<file path="config.mk">
export PLATFORM = sky130hd
export DESIGN_NAME = mcv_tx_cfg
export DESIGN_NICKNAME = d
export VERILOG_FILES = /design/src/hw/mcv_pkg.sv /design/src/hw/mcv_tx_cfg.sv
export SDC_FILE = /design/constraint.sdc
export NUM_CORES = 1
export LEC_CHECK = 0
export ABC_AREA = 1
export BUFFER_PORTS_ARGS = -buffer_cell sky130_fd_sc_hd__buf_2
export CORE_AREA = 2 2 254 256
export DETAILED_ROUTE_END_ITERATION = 16
export DIE_AREA = 0 0 256 258
export PLACE_DENSITY_LB_ADDON = 0.15
export SLEW_MARGIN = 30
export SYNTH_ARGS = -nofsm -noshare
export SYNTH_HDL_FRONTEND = slang
export SYNTH_SLANG_ARGS = --single-unit
</file>
<file path="constraint.sdc">
create_clock -name clock -period 3.1 [get_ports clock]
set_clock_uncertainty 0.1 [all_clocks]
set_input_delay 0.62 -clock clock [delete_from_list [all_inputs] [get_ports clock]]
set_output_delay 0.62 -clock clock [all_outputs]
set_load 0.02 [all_outputs]
</file>
<file path="src/hw/mcv_pkg.sv">
/*
 * constants of the transmit configuration vector block: vector widths, field positions,
 * register offsets and reset values. assumes nothing of its surroundings.
 */
package mcv_pkg;
   // vector widths with and without the priority flow control option
   localparam int TX_BASE_W   = 80;
   localparam int TX_PFC_W    = 368;
   localparam int RX_BASE_W   = 80;
   localparam int RX_PFC_W    = 96;
   localparam int FIELD_W     = 16;
   // upper transmit and receive vector field positions (lsb of each field)
   localparam int LEGACY_REFRESH_LSB = 352;
   localparam int PRIO2_QUANTA_LSB   = 160;
   localparam int PRIO2_REFRESH_LSB  = 176;
   localparam int PRIO_STRIDE        = 32;
   localparam int PRIO_ENABLE_BIT0   = 88;
   localparam int RX_PFC_LSB         = 80;
   localparam int PRIO_LO            = 2;
   localparam int PRIO_N             = 6;
   // apb register byte offsets
   localparam logic [7:0] REG_CTRL   = 8'h00;
   localparam logic [7:0] REG_STATUS = 8'h04;
   localparam logic [7:0] REG_LEGACY = 8'h08;
   localparam logic [7:0] REG_RXPFC  = 8'h0C;
   localparam int CTRL_AUTO_RESUME   = 0;
   localparam logic CTRL_RESET       = 1'b0;
   // status field positions
   localparam int ST_HELD    = 0;
   localparam int ST_PAUSE   = 1;
   localparam int ST_XON     = 2;
   localparam int ST_PFC     = 3;
   localparam int ST_ACT_LSB = 8;
   typedef enum logic [1:0] {
      PS_IDLE = 2'b00,
      PS_HELD = 2'b01
   } mcv_pause_e;
endpackage : mcv_pkg

</file>
<file path="src/hw/mcv_tx_cfg.sv">
/*
 * transmit configuration vector shadow with legacy pause and priority flow control
 * frame request generation, plus a small apb register window.
 * assumes the vectors, request inputs, quanta tick and frame done pulses are driven
 * by logic on the same transmit clock.
 */
// Summary of operation
// - without a management interface all settings arrive on a transmit and a receive vector.
// - vectors may change at any time but only take effect once the current frame has ended.
// - transmit vector bits 367:80 exist only when priority flow control is built in.
// - receive vector bits 95:80 exist only when priority flow control is built in.
// - bits 367:352 give the count at which a held pause request re-sends its pause frame.
// - dropping the pause request sends a resume frame when the automatic resume option is on.
// - each priority quanta field is the value carried in its flow control frame.
// - each priority refresh field is the count at which an active priority re-sends a frame.
// - priority 7 uses refresh bits 351:336 and quanta bits 335:320.
// - priority 6 uses refresh bits 319:304 and quanta bits 303:288.
// - priority 5 uses refresh bits 287:272 and quanta bits 271:256.
// - priority 4 uses refresh bits 255:240 and quanta bits 239:224.
// - priority 3 uses refresh bits 223:208 and quanta bits 207:192.
// - priority 2 uses refresh bits 191:176 and quanta bits 175:160.
// - bit 95 must be set before the priority 7 request can produce frames.
`timescale 1ns/1ps
`default_nettype none
module mcv_tx_cfg
   import mcv_pkg::*;
#(
   parameter bit PFC_PRESENT = 1'b1,
   parameter int TXW         = PFC_PRESENT ? TX_PFC_W : TX_BASE_W,
   parameter int RXW         = PFC_PRESENT ? RX_PFC_W : RX_BASE_W
) (
   input  wire logic                  clock,
   input  wire logic                  nrst,
   input  wire logic [TXW-1:0]        txConfigVector,
   input  wire logic [RXW-1:0]        rxConfigVector,
   input  wire logic                  txFrameActive,
   input  wire logic                  quantaTick,
   input  wire logic                  pauseRequest,
   input  wire logic                  priority7RequestValid,
   input  wire logic [6:2]            priorityRequestValid,
   input  wire logic                  pauseFrameDone,
   input  wire logic                  pfcFrameDone,
   output logic                       pauseFrameReq,
   output logic                       xonFrameReq,
   output logic                       pfcFrameReq,
   output logic [PRIO_N-1:0]          pfcPriorityMask,
   output logic [PRIO_N*FIELD_W-1:0]  pfcQuanta,
   input  wire logic                  psel,
   input  wire logic                  penable,
   input  wire logic                  pwrite,
   input  wire logic [7:0]            paddr,
   input  wire logic [31:0]           pwdata,
   output logic [31:0]                prdata,
   output logic                       pready,
   output logic                       pslverr
);

   typedef struct packed {
      mcv_pause_e                        pst;
      logic [FIELD_W-1:0]                pauseCnt;
      logic                              pauseReq;
      logic                              xonReq;
      logic                              pfcReq;
      logic [PRIO_N-1:0]                 pfcMask;
      logic [PRIO_N-1:0]                 prioPrev;
      logic [PRIO_N-1:0][FIELD_W-1:0]    prioCnt;
      logic [FIELD_W-1:0]                shLegacy;
      logic [PRIO_N-1:0][FIELD_W-1:0]    shQuanta;
      logic [PRIO_N-1:0][FIELD_W-1:0]    shRefresh;
      logic [PRIO_N-1:0]                 shEnable;
      logic [FIELD_W-1:0]                shRx;
      logic                              autoResume;
      logic                              pready;
      logic                              pslverr;
      logic [31:0]                       prdata;
   } mcv_state_s;

   mcv_state_s st;
   mcv_state_s next_st;

   // field slices of the live vectors; all zero when the option is absent
   logic [FIELD_W-1:0]              cfgLegacy;
   logic [PRIO_N-1:0][FIELD_W-1:0]  cfgQuanta;
   logic [PRIO_N-1:0][FIELD_W-1:0]  cfgRefresh;
   logic [PRIO_N-1:0]               cfgEnable;
   logic [FIELD_W-1:0]              cfgRx;
   logic [PRIO_N-1:0]               reqValid;

   assign reqValid = {priority7RequestValid, priorityRequestValid};

   generate
      if (PFC_PRESENT) begin : g_pfc
         assign cfgLegacy = txConfigVector[LEGACY_REFRESH_LSB +: FIELD_W];
         assign cfgRx     = rxConfigVector[RX_PFC_LSB +: FIELD_W];
         for (genvar i = 0; i < PRIO_N; i++) begin : g_prio
            // one quanta/refresh pair per priority, 32 bits apart
            assign cfgQuanta[i]  = txConfigVector[PRIO2_QUANTA_LSB + i*PRIO_STRIDE +: FIELD_W];
            assign cfgRefresh[i] = txConfigVector[PRIO2_REFRESH_LSB + i*PRIO_STRIDE +: FIELD_W];
            assign cfgEnable[i]  = txConfigVector[PRIO_ENABLE_BIT0 + PRIO_LO + i];
         end
      end else begin : g_nopfc
         // bits are absent, so the priority frame generators stay quiet
         assign cfgLegacy  = '0;
         assign cfgRx      = '0;
         assign cfgQuanta  = '0;
         assign cfgRefresh = '0;
         assign cfgEnable  = '0;
      end
   endgenerate

   // address decode shared by read mux and error answer
   function automatic logic mcv_hit(input logic [7:0] addr, input logic [7:0] off);
      mcv_hit = (addr == off);
   endfunction : mcv_hit

   logic apbAccess;
   logic apbDone;
   logic mapped;
   assign apbAccess = psel & penable & ~st.pready;
   assign apbDone   = psel & penable & st.pready;
   assign mapped    = mcv_hit(paddr, REG_CTRL) | mcv_hit(paddr, REG_STATUS) |
                      mcv_hit(paddr, REG_LEGACY) | mcv_hit(paddr, REG_RXPFC);

   // next-state logic for bus slave, shadow copy, pause and priority generators
   always_comb begin
      logic              prioAct;
      logic [FIELD_W-1:0] cntInc;
      prioAct = 1'b0;
      cntInc  = '0;
      next_st = st;

      // apb: one wait state, answer registered
      next_st.pready  = apbAccess;
      next_st.pslverr = apbAccess & ~mapped;
      next_st.prdata  = '0;
      if (apbAccess) begin
         if (mcv_hit(paddr, REG_CTRL)) begin
            next_st.prdata[CTRL_AUTO_RESUME] = st.autoResume;
         end else if (mcv_hit(paddr, REG_STATUS)) begin
            next_st.prdata[ST_HELD]  = (st.pst == PS_HELD);
            next_st.prdata[ST_PAUSE] = st.pauseReq;
            next_st.prdata[ST_XON]   = st.xonReq;
            next_st.prdata[ST_PFC]   = st.pfcReq;
            next_st.prdata[ST_ACT_LSB +: PRIO_N] = st.prioPrev;
         end else if (mcv_hit(paddr, REG_LEGACY)) begin
            next_st.prdata[FIELD_W-1:0] = st.shLegacy;
         end else if (mcv_hit(paddr, REG_RXPFC)) begin
            next_st.prdata[FIELD_W-1:0] = st.shRx;
         end
      end
      if (apbDone && pwrite && mcv_hit(paddr, REG_CTRL)) begin
         next_st.autoResume = pwdata[CTRL_AUTO_RESUME];
      end

      // shadow only at an idle boundary; a frame never sees settings move under it
      if (!txFrameActive) begin
         next_st.shLegacy  = cfgLegacy;
         next_st.shQuanta  = cfgQuanta;
         next_st.shRefresh = cfgRefresh;
         next_st.shEnable  = cfgEnable;
         next_st.shRx      = cfgRx;
      end

      // done pulses clear first so a same-cycle new request still wins
      if (pauseFrameDone) begin
         if (st.pauseReq) begin
            next_st.pauseReq = 1'b0;
         end else begin
            next_st.xonReq = 1'b0;
         end
      end
      if (pfcFrameDone) begin
         next_st.pfcReq  = 1'b0;
         next_st.pfcMask = '0;
      end

      // legacy pause used as an xon/xoff interface
      case (st.pst)
         PS_IDLE: begin
            if (pauseRequest) begin
               next_st.pauseReq = 1'b1;
               next_st.pauseCnt = '0;
               next_st.pst      = PS_HELD;
            end
         end
         PS_HELD: begin
            if (!pauseRequest) begin
               next_st.pst = PS_IDLE;
               if (st.autoResume) begin
                  next_st.xonReq = 1'b1;
               end
            end else if (quantaTick) begin
               cntInc = st.pauseCnt + 16'h0001;
               if (cntInc == st.shLegacy) begin
                  next_st.pauseReq = 1'b1;
                  next_st.pauseCnt = '0;
               end else begin
                  next_st.pauseCnt = cntInc;
               end
            end
         end
         default: begin
            next_st.pst = PS_IDLE;
         end
      endcase

      // per-priority generators; the enable gates the request input
      for (int i = 0; i < PRIO_N; i++) begin
         prioAct = st.shEnable[i] & reqValid[i];
         next_st.prioPrev[i] = prioAct;
         if (prioAct && !st.prioPrev[i]) begin
            next_st.pfcReq     = 1'b1;
            next_st.pfcMask[i] = 1'b1;
            next_st.prioCnt[i] = '0;
         end else if (prioAct && quantaTick) begin
            cntInc = st.prioCnt[i] + 16'h0001;
            if (cntInc == st.shRefresh[i]) begin
               next_st.pfcReq     = 1'b1;
               next_st.pfcMask[i] = 1'b1;
               next_st.prioCnt[i] = '0;
            end else begin
               next_st.prioCnt[i] = cntInc;
            end
         end
      end
   end

   // single state register; reset takes constants only
   always_ff @(posedge clock or negedge nrst) begin
      if (!nrst) begin
         st            <= '0;
         st.pst        <= PS_IDLE;
         st.autoResume <= CTRL_RESET;
      end else begin
         st <= next_st;
      end
   end

   assign pauseFrameReq   = st.pauseReq;
   assign xonFrameReq     = st.xonReq;
   assign pfcFrameReq     = st.pfcReq;
   assign pfcPriorityMask = st.pfcMask;
   assign pfcQuanta       = st.shQuanta;
   assign prdata          = st.prdata;
   assign pready          = st.pready;
   assign pslverr         = st.pslverr;

   generate
      if (PFC_PRESENT) begin : g_chk
         for (genvar i = 0; i < PRIO_N; i++) begin : g_field

         end
      end
   endgenerate
endmodule : mcv_tx_cfg
`default_nettype wire

</file>
==> results by group <==
Critical path
  – CP dominant cell by count: nand2_1
  – Worst Setup Start Kind: flip-flop
  – Slowest cell on crit path: dfrtp_1
  – Sequence of cells on the critical path: ha_1, nand2_1, nor2_1, a21o_1, nand2_1, nand2_1, nand2_1, inv_1, nand3_1, nor2_1, nand3_2, nand2_2, o22ai_1
  – Worst setup EP type: flip-flop
  – Critical path type: reg -> reg
  – Crit path DAT: 3160 ps
  – Slowest stage delay, CP: 420 ps
  – CP Max Fanout: 10
  – Required time worst endpoint: 3440 ps

Layout
  – Share of cells above drive strength 1: 25.7%
  – Syn-to-layout area delta: 19.1%
  – Number of fill cells in the layout: 6,589
  – Final core occ: 37.9%
  – # nets final: 3,229

Drt
  – Routed wire length: 57,200 microns
  – Antenna Violating Nets Remaining: 0
  – DRC: 0
  – Drt first pass iters: 5
  – Vias per cell: 4.63
  – Initial DRC count: 1,036
  – WL per Instance: 15.9 microns
  – Vias: 16,700

Logic synthesis
  – Post-synth EDFFs: 0
  – Mean Syn Cell Area: 8.40 sq um
  – Sequential fraction of the synthesis area: 46.6%
  – Top cells by area, synth: dfrtp_1 47%, nand2_1 12%, mux2_2 9.7%
  – Count leader, synth: nand2_1
  – Yosys top cell area share: 46.6%
  – Syn. warnings: 0
  – Post-synth top area cell: dfrtp_1
  – Flops & latches, synth: 377
  – Number of distinct library cells after synthesis: 46
  – Syn Std Cell Area: 0.0203 sq mm
  – Primary FF master, synth: dfrtp_1
  – Most frequent cells after synthesis: 625 x nand2_1, 377 x dfrtp_1, 259 x nor2_1
  – Post-synthesis async set-or-reset flop share: 100%
  – Cell count after synthesis: 2,411

STA
  – Worst slew margin: 45.0%
  – Pins Over Slew Limit: 0
  – Post-route setup TNS: 0 ps
  – Post-layout min period: 2820 ps
  – Max Fclk: 354 MHz
  – Final setup violation count: 0
  – Tcrit/Tclk final: 91.0%
  – Hold Violations, Final: 0
  – Worst-Margin Slew: 825 ps
  – Unrepaired setup endpoints after global routing: no

Pwr
  – VDD IR max: 0.379 mV
  – Leak Pwr: 0.0116 uW
  – Power per cell area: 546 mW/mm^2

Global routing
  – Tot GR Track Use: 17.1%
  – GR Overflow Total: 0
  – Largest net degree at the start of global routing: 88
  – Initial antenna violation count: 6
  – First-pass GRT wire length: 90,500 microns
  – Vias in the first global route: 16,500

Floorplan
  – Full die area: 0.0660 sq mm
  – Die X: 256 microns
  – Die Y: 258 microns
  – Rows: 93
  – Core area: 0.0636 sq mm
  – # IOs: 659
  – Initial core utilization: 31.8%

CTS
  – Skew-Pair Late Insertion Delay: 580 ps
  – H-tree depth: 2
  – Clock slew at reported path FFs: 60 ps
  – Root Buffer: clkbuf_16
  – TritonCTS clock tree: yes
  – Clock buffer depth: 3
  – Clock Sinks: 377
  – CTS Buf Count: 47
  – Post-CTS Repair Setup Buffers: 0

Worst hold path
  – HP Class: in -> reg

Place
  – Number of port buffers: 377
  – GPL Wtd Cong: 0.838
  – Detail Placement HPWL: 43,200 microns

Status
  – Status: finished clean

Job
  – Maximum capacitance violations: 0
## routing by layer
layer	GRT usage [%]	wire, microns	vias to the layer above
li1	-	-	8277
met1	23.9	27400	7867
met2	26.7	25300	431
met3	3.68	3150	83
met4	4.68	1340	6
met5	0	36	-
## cell type report
cell class | count | area [sq um] | share of cell area (%)
clock inverters | 25 | 352 | 1.46
clock buffers | 61 | 1310 | 5.43
flip-flops and latches | 377 | 9430 | 39.1
inverters | 234 | 878 | 3.64
multi-input cells | 1627 | 8770 | 36.4
repair buffers | 415 | 2310 | 9.56
well taps | 855 | 1070 | 4.43
diodes | 2 | 5.00 | 0.0207
## where the power goes
part           total, uW  leakage [uW]  switching (uW)  internal, uW
Combinational       1710       0.00610             997           716
Clock               5890      0.000815            2240          3650
Sequential          5560       0.00467             271          5290
Total              13200        0.0116            3510          9650
## worst paths after layout
path / start / end / slack [ps] / cells past startpoint
worst max-delay path: st[313]$_DFFE_PN0P_ / st[315]$_DFFE_PN0P_ / 280 / 13
worst min register to register: pfcPriorityMask[1]$_DFF_PN0_ / pfcPriorityMask[1]$_DFF_PN0_ / 390 / 2
max in group asynchronous: nrst / st[143]$_DFFE_PN0N_ / 1500 / 3
worst max register to register: st[313]$_DFFE_PN0P_ / st[315]$_DFFE_PN0P_ / 280 / 13
worst min-delay path: pauseRequest / st[392]$_DFFE_PN0P_ / 100 / 1
min in group asynchronous: nrst / pfcQuanta[16]$_DFFE_PN0N_ / 570 / 2
## cell families after synthesis
kind of cell	share of synthesized area (%)
and+or+nand+nor	24.9
buffers and inverters	10.5
DFF	46.6
AOI/OAI and AO/OA	5.68
muxes	9.67
xor gates and xnor gates	2.24
adders and majority gates	0.432
other	0.0185
## placed cells by master, fill, tap and decap left out, types with 30 or more instances in the layout
cell,count
nand4_1,54
dfrtp_1,377
a21oi_1,85
nand3b_1,30
inv_1,234
clkbuf_16,48
nand3_1,161
nand2_1,623
nor2_1,258
o21ai_0,61
buf_2,375
mux2_2,174
## timing repair
| action | 4_1_cts | 5_1_grt |
|---|---|---|
| endpoints found under the hold margin | 2 | 0 |
| hold buffers | 1 | 0 |
| gates resized for setup | 0 | 2 |
| endpoints found under the setup margin | 0 | 6 |
## sequential cells by signal, summed over array words and instances, names as in the netlist
| signal | cells |
|---|---|
| st | 254 |
| pfcQuanta | 96 |
| prdata | 16 |
| pfcPriorityMask | 6 |
| pauseFrameReq | 1 |
| pfcFrameReq | 1 |
| pready | 1 |
| pslverr | 1 |
| xonFrameReq | 1 |
## critical path, delay by kind of cell (launching register included)
kind | cells | cell delay (ps)
adders and majority gates | 1 | 290
AOI/OAI and AO/OA | 2 | 320
and+or+nand+nor | 9 | 1500
buffers and inverters | 1 | 40
DFF | 1 | 420
## stage by stage
stage	setup WS, ps	power, uW	hold WS, ps	cell area [sq um]	std cells
after global routing	33.5	13900	67.8	24100	3595
after detailed placement	282	7390	367	22400	3507
after CTS	268	13400	57.5	24100	3594
final	278	13200	101	24100	3596
after global placement	292	7360	357	22400	3507
after floorplan	899	6820	224	20300	2426
(Power assumes the default switching activity.)
